**src/hw/cdue_defs.svh**
```systemverilog
// constants of the chain-port debug control and uart error status block
// assumes inclusion by bare name from the block's modules
//
// Behaviour
// - overrides act only while unlock holds A5
// - daisy override off: manual enables ignored
// - daisy override on: ports follow manual enables
// - manual enables bits 3..0, reset all ones
// - status bits 3..0 show live port states
// - status bit 4: device owns chain ports
// - status bit 5: device owns uart transmitter
// - stacked device keeps uart transmitter off while uart override is off
// - bad first command byte flags, ignores rest
// - ignored frames: no checks, not counted
// - read command with transmitter off flags
// - clear inside command frame flags error
// - later command byte error flags, ignores rest
// - stack/broadcast over uart flags on stacked device unless multidrop
// - command crc failure flags, frame discarded
// - clear while transmitting flags collision
// - response wait cut short flags abort
// - clear inside response frame flags error
// - later response byte error flags, ignores rest
// - response crc failure flags, frame discarded
`ifndef CDUE_DEFS_SVH
`define CDUE_DEFS_SVH

// register offsets
`define CDUE_ADDR_UNLOCK   16'h0700
`define CDUE_ADDR_CTRL1    16'h0701
`define CDUE_ADDR_CTRL2    16'h0702
`define CDUE_ADDR_STAT     16'h0780
`define CDUE_ADDR_CMD_ERR  16'h0781
`define CDUE_ADDR_RESP_ERR 16'h0782

// unlock code and reset values
`define CDUE_UNLOCK_CODE   8'hA5
`define CDUE_UNLOCK_RST    8'h00
`define CDUE_CTRL1_RST     8'h04
`define CDUE_CTRL1_MASK    8'h07
`define CDUE_CTRL2_RST     8'h0F
`define CDUE_CTRL2_MASK    8'h0F
`define CDUE_ERR_RST       8'h00
`define CDUE_PORT_RST      4'h3

// field positions
`define CDUE_CTRL1_DAISY   0
`define CDUE_CTRL1_UART    1
`define CDUE_CTRL1_TXEN    2
`define CDUE_STAT_DAISY    4
`define CDUE_STAT_UART     5

`endif

```
**src/hw/cdue_pkg.sv**
```systemverilog
// types shared by the chain-port debug control and uart error status block
// assumes cdue_defs.svh sits on the include path
package cdue_pkg;

	// uart frame events from the deframer, same clock, one-cycle pulses except the two levels
	typedef struct packed {
		logic byte_stb;     // a byte has been received
		logic stop_err;     // that byte had a stop or framing fault
		logic type_bad;     // first byte: bad frame type or reserved bit
		logic is_resp;      // first byte: response frame
		logic is_read;      // first byte: command reads data
		logic is_bcast;     // first byte: stack or broadcast command
		logic last;         // this byte ends the frame
		logic crc_fail;     // with last: crc mismatch
		logic clear_det;    // uart clear condition seen
		logic tx_active;    // level: device transmitting
		logic resp_waiting; // level: waiting for turn to answer
		logic new_cmd;      // a new command starts
	} cdue_uart_ev_t;

	// chain-port transceiver enables, order matches register bits 3..0
	typedef struct packed {
		logic low_port_transmit;
		logic low_port_receive;
		logic high_port_transmit;
		logic high_port_receive;
	} cdue_ports_t;

	typedef enum logic [1:0] {
		CDUE_IDLE,
		CDUE_CMD,
		CDUE_RESP,
		CDUE_IGNORE
	} cdue_frame_st_t;

	// command error flags, bits 5..0
	typedef struct packed {
		logic cmd_init_byte_error;
		logic read_with_tx_off_error;
		logic cmd_early_clear_error;
		logic cmd_byte_error;
		logic unexpected_cmd_error;
		logic cmd_check_error;
	} cdue_cmd_err_t;

	// response and transmit error flags, bits 4..0
	typedef struct packed {
		logic tx_clear_collision;
		logic response_wait_aborted;
		logic resp_early_clear_error;
		logic resp_byte_error;
		logic resp_check_error;
	} cdue_resp_err_t;

endpackage

```
**src/hw/cdue_port_ctl.sv**
```systemverilog
// chain-port transceiver enable selection
// assumes manual and automatic enables come from logic on sys_clk
`timescale 1ns/100ps
`include "cdue_defs.svh"

module cdue_port_ctl (
	input  wire logic                 sys_clk,
	input  wire logic                 rst,
	input  wire logic                 user_daisy,
	input  wire cdue_pkg::cdue_ports_t manual_en,
	input  wire cdue_pkg::cdue_ports_t auto_en,
	output cdue_pkg::cdue_ports_t      port_en
);

	typedef struct packed {
		logic [3:0] en;
	} cdue_pc_state_t;

	cdue_pc_state_t state_reg;
	cdue_pc_state_t state_next;
	logic [3:0]     sel;

	// per transceiver: manual value under override, device value otherwise
	for (genvar i = 0; i < 4; i++) begin : g_port
		assign sel[i] = user_daisy ? manual_en[i] : auto_en[i];
	end

	// next state
	always_comb begin
		state_next    = state_reg;
		state_next.en = sel;
	end

	// state register
	always_ff @(posedge sys_clk or posedge rst) begin
		if (rst) begin
			state_reg.en <= `CDUE_PORT_RST;
		end else begin
			state_reg <= state_next;
		end
	end

	assign port_en = state_reg.en;

endmodule

```
**src/hw/cdue_top.sv**
```systemverilog
// debug register bank: chain-port overrides, ownership status, uart errors
// assumes deframer events and role straps are synchronous to sys_clk
`timescale 1ns/100ps
`include "cdue_defs.svh"

module cdue_top #(
	parameter int ADDR_W = 16
) (
	input  wire logic                   sys_clk,
	input  wire logic                   rst,
	input  wire logic [ADDR_W-1:0]      reg_addr,
	input  wire logic [7:0]             reg_wdata,
	input  wire logic                   reg_wr,
	input  wire logic                   reg_rd,
	output logic [7:0]                  reg_rdata,
	input  wire logic                   stacked_role,
	input  wire logic                   multidrop,
	input  wire cdue_pkg::cdue_ports_t  auto_ports,
	input  wire cdue_pkg::cdue_uart_ev_t uart_ev,
	output cdue_pkg::cdue_ports_t       port_en,
	output logic                        uart_tx_enable,
	output logic                        frame_valid,
	output logic                        frame_discard
);

	// offsets need at least eleven address bits
	if (ADDR_W < 11 || ADDR_W > 16) begin : g_bad_addr_w
		$error("cdue_top: ADDR_W must lie between 11 and 16");
	end

	typedef struct packed {
		logic [7:0]               unlock;
		logic [7:0]               ctrl1;
		logic [7:0]               ctrl2;
		cdue_pkg::cdue_frame_st_t st;
		logic                     cur_read;
		cdue_pkg::cdue_cmd_err_t  cmd_err;
		cdue_pkg::cdue_resp_err_t resp_err;
		logic [7:0]               rdata;
		logic                     valid;
		logic                     discard;
		logic                     tx_en;
	} cdue_state_t;

	cdue_state_t              state_reg;
	cdue_state_t              state_next;
	cdue_pkg::cdue_cmd_err_t  cmd_set;
	cdue_pkg::cdue_resp_err_t resp_set;
	cdue_pkg::cdue_cmd_err_t  cmd_clr;
	cdue_pkg::cdue_resp_err_t resp_clr;
	logic [15:0]              addr;
	logic                     unlocked;
	logic                     user_daisy;
	logic                     user_uart;
	logic                     tx_on;
	logic                     valid_set;
	logic                     discard_set;
	logic [7:0]               stat_val;
	cdue_pkg::cdue_frame_st_t st_new;
	logic                     read_new;

	assign addr = 16'(reg_addr);

	// override qualification
	assign unlocked   = (state_reg.unlock == `CDUE_UNLOCK_CODE);
	assign user_daisy = unlocked & state_reg.ctrl1[`CDUE_CTRL1_DAISY];
	assign user_uart  = unlocked & state_reg.ctrl1[`CDUE_CTRL1_UART];

	// uart transmitter: stacked devices hold it off unless software enables it
	assign tx_on = user_uart ? state_reg.ctrl1[`CDUE_CTRL1_TXEN] : ~stacked_role;

	// chain-port enables
	cdue_port_ctl u_port_ctl (
		.sys_clk   (sys_clk),
		.rst       (rst),
		.user_daisy(user_daisy),
		.manual_en (state_reg.ctrl2[3:0]),
		.auto_en   (auto_ports),
		.port_en   (port_en)
	);

	// live status word
	always_comb begin
		stat_val                  = 8'h00;
		stat_val[3:0]             = port_en;
		stat_val[`CDUE_STAT_DAISY] = ~user_daisy;
		stat_val[`CDUE_STAT_UART]  = ~user_uart;
	end

	// frame tracking and error detection
	always_comb begin
		cmd_set     = '0;
		resp_set    = '0;
		valid_set   = 1'b0;
		discard_set = 1'b0;
		st_new      = state_reg.st;
		read_new    = state_reg.cur_read;
		if (uart_ev.clear_det) begin
			// clear ends any frame, including an ignored one
			if (state_reg.st == cdue_pkg::CDUE_CMD) begin
				cmd_set.cmd_early_clear_error = 1'b1;
			end
			if (state_reg.st == cdue_pkg::CDUE_RESP) begin
				resp_set.resp_early_clear_error = 1'b1;
			end
			if (uart_ev.tx_active) begin
				resp_set.tx_clear_collision = 1'b1;
			end
			st_new = cdue_pkg::CDUE_IDLE;
		end else if (uart_ev.byte_stb) begin
			case (state_reg.st)
				cdue_pkg::CDUE_IDLE: begin
					if (uart_ev.is_resp) begin
						// response frames exist on the uart only in multidrop
						st_new = multidrop ? cdue_pkg::CDUE_RESP : cdue_pkg::CDUE_IGNORE;
					end else if (uart_ev.stop_err || uart_ev.type_bad) begin
						cmd_set.cmd_init_byte_error = 1'b1;
						st_new = cdue_pkg::CDUE_IGNORE;
					end else begin
						st_new   = cdue_pkg::CDUE_CMD;
						read_new = uart_ev.is_read;
						if (stacked_role && !multidrop && uart_ev.is_bcast) begin
							cmd_set.unexpected_cmd_error = 1'b1;
						end
					end
				end
				cdue_pkg::CDUE_CMD: begin
					if (uart_ev.stop_err) begin
						cmd_set.cmd_byte_error = 1'b1;
						st_new = cdue_pkg::CDUE_IGNORE;
					end else if (uart_ev.last) begin
						st_new = cdue_pkg::CDUE_IDLE;
						if (uart_ev.crc_fail) begin
							cmd_set.cmd_check_error = 1'b1;
							discard_set = 1'b1;
						end else begin
							valid_set = 1'b1;
							if (state_reg.cur_read && !tx_on) begin
								cmd_set.read_with_tx_off_error = 1'b1;
							end
						end
					end
				end
				cdue_pkg::CDUE_RESP: begin
					if (uart_ev.stop_err) begin
						resp_set.resp_byte_error = 1'b1;
						st_new = cdue_pkg::CDUE_IGNORE;
					end else if (uart_ev.last) begin
						st_new = cdue_pkg::CDUE_IDLE;
						if (uart_ev.crc_fail) begin
							resp_set.resp_check_error = 1'b1;
							discard_set = 1'b1;
						end else begin
							valid_set = 1'b1;
						end
					end
				end
				default: begin
					// ignored frame: no checks and no counting
					st_new = cdue_pkg::CDUE_IGNORE;
				end
			endcase
		end
		// waiting turn for a stack or broadcast read cut short
		if (uart_ev.resp_waiting && (uart_ev.clear_det || uart_ev.new_cmd)) begin
			resp_set.response_wait_aborted = 1'b1;
		end
	end

	// clear-on-read of the error registers
	always_comb begin
		cmd_clr  = '0;
		resp_clr = '0;
		if (reg_rd && addr == `CDUE_ADDR_CMD_ERR) begin
			cmd_clr = '1;
		end else if (reg_rd && addr == `CDUE_ADDR_RESP_ERR) begin
			resp_clr = '1;
		end
	end

	// next state: register writes, read data, flags
	always_comb begin
		state_next          = state_reg;
		state_next.st       = st_new;
		state_next.cur_read = read_new;
		state_next.valid    = valid_set;
		state_next.discard  = discard_set;
		state_next.tx_en    = tx_on;
		// an event in the clearing cycle survives the clear
		state_next.cmd_err  = (state_reg.cmd_err & ~cmd_clr) | cmd_set;
		state_next.resp_err = (state_reg.resp_err & ~resp_clr) | resp_set;
		// writes
		if (reg_wr) begin
			if (addr == `CDUE_ADDR_UNLOCK) begin
				state_next.unlock = reg_wdata;
			end else if (addr == `CDUE_ADDR_CTRL1) begin
				state_next.ctrl1 = reg_wdata & `CDUE_CTRL1_MASK;
			end else if (addr == `CDUE_ADDR_CTRL2) begin
				state_next.ctrl2 = reg_wdata & `CDUE_CTRL2_MASK;
			end
		end
		// reads, data valid the cycle after the strobe only
		state_next.rdata = 8'h00;
		if (reg_rd) begin
			if (addr == `CDUE_ADDR_UNLOCK) begin
				state_next.rdata = state_reg.unlock;
			end else if (addr == `CDUE_ADDR_CTRL1) begin
				state_next.rdata = state_reg.ctrl1;
			end else if (addr == `CDUE_ADDR_CTRL2) begin
				state_next.rdata = state_reg.ctrl2;
			end else if (addr == `CDUE_ADDR_STAT) begin
				state_next.rdata = stat_val;
			end else if (addr == `CDUE_ADDR_CMD_ERR) begin
				state_next.rdata = {2'b00, state_reg.cmd_err};
			end else if (addr == `CDUE_ADDR_RESP_ERR) begin
				state_next.rdata = {3'b000, state_reg.resp_err};
			end else begin
				state_next.rdata = 8'h00;
			end
		end
	end

	// state register
	always_ff @(posedge sys_clk or posedge rst) begin
		if (rst) begin
			state_reg.unlock   <= `CDUE_UNLOCK_RST;
			state_reg.ctrl1    <= `CDUE_CTRL1_RST;
			state_reg.ctrl2    <= `CDUE_CTRL2_RST;
			state_reg.st       <= cdue_pkg::CDUE_IDLE;
			state_reg.cur_read <= 1'b0;
			state_reg.cmd_err  <= 6'(`CDUE_ERR_RST);
			state_reg.resp_err <= 5'(`CDUE_ERR_RST);
			state_reg.rdata    <= 8'h00;
			state_reg.valid    <= 1'b0;
			state_reg.discard  <= 1'b0;
			state_reg.tx_en    <= 1'b0;
		end else begin
			state_reg <= state_next;
		end
	end

	assign reg_rdata      = state_reg.rdata;
	assign uart_tx_enable = state_reg.tx_en;
	assign frame_valid    = state_reg.valid;
	assign frame_discard  = state_reg.discard;

endmodule

```
**config.mk**
```make
export PLATFORM = sky130hd
export DESIGN_NAME = cdue_top
export DESIGN_NICKNAME = d
export VERILOG_FILES = /design/src/hw/cdue_pkg.sv /design/src/hw/cdue_port_ctl.sv /design/src/hw/cdue_top.sv
export VERILOG_INCLUDE_DIRS = /design/src /design/src/hw
export SDC_FILE = /design/constraint.sdc
export NUM_CORES = 1
export LEC_CHECK = 0
export ABC_AREA = 0
export BUFFER_PORTS_ARGS = -buffer_cell sky130_fd_sc_hd__buf_2
export CAP_MARGIN = 20
export CORE_MARGIN = 5
export CORE_UTILIZATION = 52
export CTS_CLUSTER_DIAMETER = 120
export DETAILED_ROUTE_END_ITERATION = 10
export MAX_ROUTING_LAYER = met4
export PLACE_DENSITY = 0.87
export RECOVER_POWER = 100
export SKIP_LAST_GASP = 1
export SYNTH_ARGS = -nofsm -noshare
export SYNTH_HDL_FRONTEND = slang
export SYNTH_HIERARCHICAL = 1
export SYNTH_SLANG_ARGS = --single-unit
```
**constraint.sdc**
```tcl
create_clock -name sys_clk -period 2.35 [get_ports sys_clk]
set_input_delay 0.3525 -clock sys_clk [delete_from_list [all_inputs] [get_ports sys_clk]]
set_output_delay 0.3525 -clock sys_clk [all_outputs]
set_load 0.005 [all_outputs]
```
[After elaboration in Yosys (flattened, before gate mapping)]
Cells that the tools add are included.
Storage, ports and cells
  register bits after elaboration: 44
  input bits: 46
  output and inout port bits: 15
  word-level logic and storage cells: 129
Operators by class
  equal/unequal tests: 10
  muxes and demuxes: 64
  bitwise gates (word level): 16
  reductions and logical operators: 18
Operators by type and width (count)
  equality test 16 x 11 -> 1 bit (second input constant): 6
  two-way mux 1 bit: 40
  two-way mux 6 bit: 5
  two-way mux 2 bit: 11
  two-way mux 8 bit: 2
  two-way mux 5 bit: 3
  equality test 8 bit (second input constant): 1
  inverter 1 bit: 8
  bitwise AND 6 bit: 1
  logical AND 1 bit: 6
  two-way mux 3 bit: 2
  inverter 6 bit: 1
  OR 6 bit: 1
  bitwise AND 5 bit: 1
  inverter 5 bit: 1
  OR 5 bit: 1
  AND reduction 5 bit: 1
  != test 4 x 1 -> 1 bit (second input constant): 1
  case mux 2 bit (2 select lines): 1
  AND reduction 2 bit: 2
  AND reduction 4 bit: 1
  AND reduction 3 bit: 1
  bitwise AND 1 bit: 2
  equality test 2 x 1 -> 1 bit (second input constant): 1
  6 further kinds: 8

[Longest topological paths before layout]
Gate-level depths: netlist of the first run.
  depth after elaboration: 13
  depth in mapped cells: 6
  gate-level depth less buffers: 6

[Modules after synthesis]
The synthesis of the first run kept the hierarchy.
Modules (own cells, without submodules)
  cdue_top: times used 1, cells each 178, area each 2082.0 um2, seq. area each 1007.2 um2
  cdue_port_ctl: times used 1, cells each 9, area each 151.4 um2, seq. area each 102.6 um2

[Worst setup path before layout of the first run]
Ideal clock, no wire load.
  path kind: input -> register
  start point: in reg_addr[13]
  end point: reg state_reg[41] in the netlist's numbering
  setup time: 0.125 ns
  data arrival time: 1.730 ns
  setup slack: 0.495 ns
  stages: 5
  buffers on the path: 1
  cells stage by stage: nor4_2 > nand4_2 > or4_1 > buf_6 > mux2_4
Between the ends
  longest elaborated chain between the ends: 2
Ends and longest elaborated chain
  from (decl): line cdue_top.sv:11  | input wire logic [ADDR_W-1:0] reg_addr,
  equality test 16 x 11 -> 1 bit (no source line)
  AND reduction 2 bit (no source line)
  to (signal assigned): line cdue_top.sv:238  | state_reg <= state_next;
  to (decl): line cdue_top.sv:45  | cdue_state_t state_reg;
No other way between the ends.
A chain may end at the register's enable or synchronous reset.

==> results of run 1 <==
## metal layers
metal | track usage | up-vias
met2 | 0.320 | 69
met3 | 0.0528 | 8
li1 | - | 798
met5 | - | -
met4 | 0.0583 | 0
met1 | 0.261 | 839
## cells by family after synthesis
group / after synthesis
AND/OR/NAND/NOR: 47
flip-flops: 44
AO/OA/AOI/OAI: 39
buffers and inverters: 31
multiplexers: 22
adder cells (fa/ha/maj): 4
## how the worst min path moves through the flow
stage | from | endpoint | slack [ps] | cells after the start
floorplan | rst | u_port_ctl/port_en[2] | 120 | 1
global placement | rst | u_port_ctl/port_en[3] | 240 | 2
detailed placement | rst | u_port_ctl/port_en[3] | 250 | 2
CTS | stacked_role | uart_tx_enable | 290 | 2
global route | reg_wdata[5] | state_reg[46] | 270 | 2
finish | reg_wdata[4] | state_reg[45] | 280 | 2
## critical path, delay by kind of cell
| family | cells | cell delay, ps |
|---|---|---|
| and+or+nand+nor | 3 | 1110 |
| AOI/OAI and AO/OA | 1 | 270 |
| buffers and inverters | 2 | 380 |
## Yosys cell counts (4+ instances only)
cell type   n
dfrtp_1    37
inv_1      14
mux2_2     13
buf_4       8
clkbuf_1    8
mux2_4      8
dfstp_2     7
a22o_1      6
a211oi_1    5
nand2_1     5
nand2b_1    5
nor2_1      5
nor2b_1     5
nor3_1      5
a2111oi_0   4
ha_1        4
o2bb2ai_1   4
## power breakdown
group / switching [W] / internal (W) / total (W)
registers: 0.0000249 / 0.000798 / 0.000823
logic: 0.000102 / 0.0000936 / 0.000196
clock network: 0.000236 / 0.000375 / 0.000611
total: 0.000363 / 0.00127 / 0.00163
## through the flow
stage	utilization	hold WS [ps]	total power (W)
global placement	0.622	244	0.00102
global route	0.641	274	0.00170
floorplan	-	117	0.000944
CTS	0.655	286	0.00165
finish	0.641	280	0.00163
detailed placement	0.622	246	0.00103
## area by class of cell
type                       instances  share of cell area
tap                               50              0.0239
timing repair buffer              67               0.125
inverter                          14              0.0201
multi-input combinational        112               0.359
sequential                        44               0.424
clock buffer                       7              0.0368
clock inverter                     1              0.0115
## what timing repair did
item / 4_1_cts / 5_1_grt
setup buffers: 0 / 0
hold buffers: 1 / 0
hold endpoints to repair: 2 / 0
==> out/metrics.cfg, run 1 <==
[outcome]
outcome = finished, final reports clean

[critical_path]
path_class = input port to register
cp.required_ps = 2520
ff2ff_path_depth = 4
slowest_stage = or4b_1
r2r-end = reg_rdata[5]
rrSetupSlack_ps = 410
r2r-start = state_reg[44]
crit_fanout = 15
critPathCaptureType = register
startpoint = reg_addr[13]
cp_slowest_stage_delay_ps = 710
path_cells = buf_2, nor4_2, nand4_2, clkbuf_1, or4b_1, a22o_1
arrival_ps = 2130
crit_end = state_reg[19]
cp-start-kind = input port

[floorplan]
num_rows = 23
start_util = 0.547
core_sq_um = 4090
die_area_sq_um = 5710
pin_count = 61
die_w_um = 75.5
fp.dieH_um = 75.5

[clocking]
numCtsBuffers = 5
clock-sinks = 44
cts.clk_slew.worst_paths_ps = 80
h-tree-depth = 2
clk_latency_ps = 290
cts-root-buf = clkbuf_8
cts_tree = built
clk_path_buf_depth = 2
post_cts_resized = 0

[power]
leakage_nw = 1.24
peakVddDrop_mv = 0.413
powerDensity_nw_per_um2 = 622

[routing]
routedWlPerCell_um = 18.0
top_layer = met4
drtIter0Drc = 138
drtPass1Iterations = 4
drtAntennaViolNets = 0
viasPerCell = 5.81
finalWirelength_um = 5310
vias = 1714
drcViolationCount = 0
met3_length_um = 330
drt-met1-wl_um = 2170
wl_met2_um = 2710

[synth]
synthFlopType = dfrtp_1
synth_top_cell_by_area = dfrtp_1
yosysTopAreaCellShare = 0.415
ys_seq_area_frac = 0.497
synth_edf_count = 0
synthAdderAreaFrac = 0.0224
synth_mux_area_frac = 0.124
yosys.area_share.simple = 0.139
synth_cell_type_count = 46
synth_nets = 237
synthCells = 187
async_flop_share = 1.00
synth_xor_xnor_area_share = 0
synth_area_sq_um = 2230
ys_top_cells_by_area = dfrtp_1 41%, dfstp_2 8.2%, mux2_2 6.6%
ys_ff_latch = 44
synth-compound-area-share = 0.148
synth_top_family_by_area = compound AO/OA/AOI/OAI gates
yosys_warnings = 6
avgSynthCellArea_sq_um = 11.9

[finish]
largest_reg_flops = 29
layout_common_cells = 52 x buf_2, 37 x dfrtp_1, 14 x inv_1
nFillCells = 355
regArea_sq_um = 1110
final_common_cell = buf_2
multiInputGateArea_sq_um = 940
drive_above_1_share = 0.355
layout.cells.non_filler = 295
nNetsFinal = 294
syn_to_final_growth_pct = 17.3
antenna_cells = 0
fin_area_sq_um = 2620

[placed_design]
gp_congestion = 0.870
port_buffers = 60
placed_cell_area_sq_um = 2540
pre_cts_ws_ps = 222
post-place-cells = 286
hpwlAfterDp_um = 4080

[sta]
tightest_slew_ps = 982
setup_tns_ps = 0
period_minus_slack_ps = 1950
maxSlewViolCount = 0
slew-limit-headroom = 0.345
fin_crit_sh = 0.832
rsz0062_at_grt = no
clock_skew_ps = 4.54
worst_slack_ps = 395
setup_viol = 0
fmax_mhz = 512
hold_viol_final = 0

[global_route]
grt_first_pass_wirelength_um = 8400
grt_max_degree = 41
grt_usage = 0.204
grt_pass1_vias = 1746
antenna_found_initial = 0
grt.overflow.total = 0

[hold_path]
hold_class = input port to register

[flow_run]
drv_cap = 0

Note: power is estimated with default switching activity, not from simulation.
==> inputs of run 2 (changes only) <==
ABC_AREA = 1   (was 0)
CORE_UTILIZATION = 48   (was 52)
PLACE_DENSITY = 0.84   (was 0.87)
clock period = 1.75 ns   (was 2.35 ns; I/O delays follow)
==> run 2 against run 1 <==
Against the previous run:
- design area up 6.5%
- clock power up 23%
- die area up 14%
- power up 27%
- setup slack worse by 200 ps
- via count up 21%
- synthesized cell count up 59%
- utilization down 5.8 points
- sequential power up 31%
- combinational power up 21%
- first-iteration DRC count down 25%
- critical path type is now register to register
- largest cell class unchanged
==> out/metrics.cfg, run 2 <==
[synth]
synthCells = 298  ; +59%
yosysTopAreaCellShare = 0.385  ; -0.0298
synth_edf_count = 0  ; unchanged
yosysMostFrequentCell = nand2_1
synthAdderAreaFrac = 0.0208  ; -0.00161
ys_top_cells_by_area = dfrtp_1 38%, nand2_1 11%, dfstp_2 7.6%
synth-compound-area-share = 0.110  ; -0.0387
synth_common_cells = 72 x nand2_1, 41 x inv_1, 37 x dfrtp_1, 27 x o21ai_0, 24 x nor2_1
yosys.area_share.simple = 0.297  ; +0.157
synth_cell_type_count = 33  ; -28%
synth_top_family_by_area = simple AND/OR/NAND/NOR gates
avgSynthCellArea_sq_um = 8.07  ; -32%
ys_seq_area_frac = 0.461  ; -0.0357
synth_xor_xnor_area_share = 0  ; unchanged
synth_top_cell_by_area = dfrtp_1
async_flop_share = 1.00  ; unchanged
synth_nets = 348  ; +47%
ys_ff_latch = 44  ; unchanged
synthFlopType = dfrtp_1
synth_area_sq_um = 2410  ; +7.7%
yosys_warnings = 6  ; unchanged
synth_mux_area_frac = 0.00468  ; -0.119

[sta]
slew-limit-headroom = 0.670  ; +0.325
tightest_slew_ps = 495  ; -487 ps
setup_tns_ps = 0  ; unchanged
hold_ws_ps = 153  ; -126 ps
fin_crit_sh = 0.886
setup_viol = 0  ; unchanged
fmax_mhz = 645
rsz0062_at_grt = no
maxSlewViolCount = 0  ; unchanged
hold_viol_final = 0  ; unchanged
period_minus_slack_ps = 1550
clock_skew_ps = 9.79  ; +5.25 ps

[finish]
largest_reg_flops = 29  ; unchanged
syn_to_final_growth_pct = 16.0
drive_above_1_share = 0.231  ; -0.125
regArea_sq_um = 1110  ; unchanged
nNetsFinal = 409  ; +39%
multiInputGateArea_sq_um = 992  ; +5.6%
antenna_cells = 0  ; unchanged
nFillCells = 456  ; +28%
layout_common_cells = 75 x nand2_1, 49 x buf_2, 41 x inv_1
final_common_cell = nand2_1
layout.cells.non_filler = 427  ; +45%

[global_route]
antenna_found_initial = 0  ; unchanged
grt_max_degree = 41  ; unchanged
grt_usage = 0.187  ; -0.0163
grt.overflow.total = 0  ; unchanged
grt_pass1_vias = 2190  ; +25%
grt_first_pass_wirelength_um = 9360  ; +11%

[power]
leakage_nw = 1.43  ; +15%
swShare = 0.239  ; +0.0161
peakVddDrop_mv = 0.497  ; +21%
intPower_w = 0.00158  ; +25%
p_seq_frac = 0.522  ; +0.017
power_frac_comb = 0.114  ; -0.006
finalPower_w = 0.00207  ; +27%
powerDensity_nw_per_um2 = 744  ; +19%
power_frac_clock = 0.363  ; -0.012
p_switching_w = 0.000496  ; +37%

[routing]
drcViolationCount = 0  ; unchanged
viasPerCell = 4.84  ; -17%
vias = 2068  ; +21%
drtIter0Drc = 104  ; -25%
drtPass1Iterations = 5  ; +1
drtAntennaViolNets = 0  ; unchanged
finalWirelength_um = 5420  ; +2.2%
routedWlPerCell_um = 12.7  ; -29%

[placed_design]
gp_congestion = 0.833  ; -4.3%
port_buffers = 60  ; unchanged
hpwlAfterDp_um = 4330  ; +6.0%
post-place-cells = 418  ; +46%

[critical_path]
critPathCaptureType = register
cp-start-kind = register
cp.required_ps = 1940  ; -580 ps
arrival_ps = 1740  ; -390 ps
crit_fanout = 6  ; -9
path_class = register to register

[floorplan]
num_rows = 25  ; +8.7%
die_area_sq_um = 6530  ; +14%
fp.dieH_um = 80.8  ; +7.0%
pin_count = 61  ; unchanged
start_util = 0.503  ; -0.0438
die_w_um = 80.8  ; +7.0%
core_sq_um = 4790  ; +17%

[clocking]
cts_setup_buffers = 0  ; unchanged
cts_tree = built
clk_path_buf_depth = 2  ; unchanged
cts-root-buf = clkbuf_8
clk_latency_ps = 290  ; about the same
clock-sinks = 44  ; unchanged
cts.clk_slew.worst_paths_ps = 80  ; about the same
h-tree-depth = 2  ; unchanged
numCtsBuffers = 5  ; unchanged

[hold_path]
hold_class = input port to register

[outcome]
outcome = finished, final reports clean

[flow_run]
drv_cap = 0  ; unchanged

run 2: cell types whose count changed after synthesis, moves of 6 or more:
cell / before / now
nor2_1: 5 / 24
mux2_2: 13 / 1
o21ai_0: 1 / 27
nand3_1: 0 / 17
nand2_1: 5 / 72
mux2_4: 8 / 0
a22o_1: 6 / 0
clkbuf_1: 8 / 0
inv_1: 14 / 41
run 2: logic make-up (layout without fill, tap and decap cells):
kind of cell | after synthesis | count (layout)
and+or+nand+nor | 146 | 146
buffers and inverters | 57 | 119
AOI/OAI and AO/OA | 46 | 46
DFF | 44 | 44
adders and majority gates | 4 | 4
muxes | 1 | 1
run 2: final timing paths:
check / from / endpoint / slack [ps] / depth (start not counted)
worst max-delay path: state_reg[44] / u_port_ctl/port_en[3] / 200 / 6
worst min-delay path: auto_ports[1] / u_port_ctl/port_en[1] / 150 / 3
worst max register to register: state_reg[44] / u_port_ctl/port_en[3] / 200 / 6
worst min register to register: state_reg[26] / u_port_ctl/port_en[1] / 480 / 2
max in group asynchronous: rst / state_reg[28] / 760 / 4
min in group asynchronous: rst / u_port_ctl/port_en[2] / 370 / 3
run 2: final cells by class:
type,count,area share
clock buffer,6,0.0260
clock inverter,2,0.0126
inverter,47,0.0637
multi-input combinational,197,0.356
sequential,44,0.398
tap,67,0.0300
timing repair buffer,64,0.114
run 2: worst max-delay path: stages, from the launching register on:
cell      delay [ps]
dfrtp_1          400
nor3_1           190
nand4_1          130
nor2_1           370
clkinv_1         220
nand2_1          100
nand2_1           50
run 2: power groups by stage:
stage	clock network, W	logic (W)	registers, W
after detailed placement	0	0.000240	0.00110
after CTS	0.000775	0.000243	0.00108
after global placement	0	0.000234	0.00110
final	0.000754	0.000237	0.00108
after floorplan	0	0.000136	0.00110
after global routing	0.000813	0.000273	0.00109
run 2: timing repair:
action                    in CTS  in global routing
resized for setup              0                  0
hold buffers                   1                  0
hold endpoints to repair       2                  0
run 2: metal layers:
metal / wire length [um] / track usage / vias up
li1: - / - / 1068
met4: 80 / 0.0524 / 0
met5: 0 / - / -
met3: 397 / 0.0366 / 7
met1: 2370 / 0.234 / 912
met2: 2570 / 0.311 / 81
run 2: stage by stage:
step	util	area [sq um]	setup slack, ps
2_1_floorplan	-	2410	357
3_3_place_gp	0.571	2730	133
3_5_place_dp	0.571	2730	52.0
4_1_cts	0.596	2850	300
5_1_grt	0.583	2790	99.8
6_report	0.583	2790	200
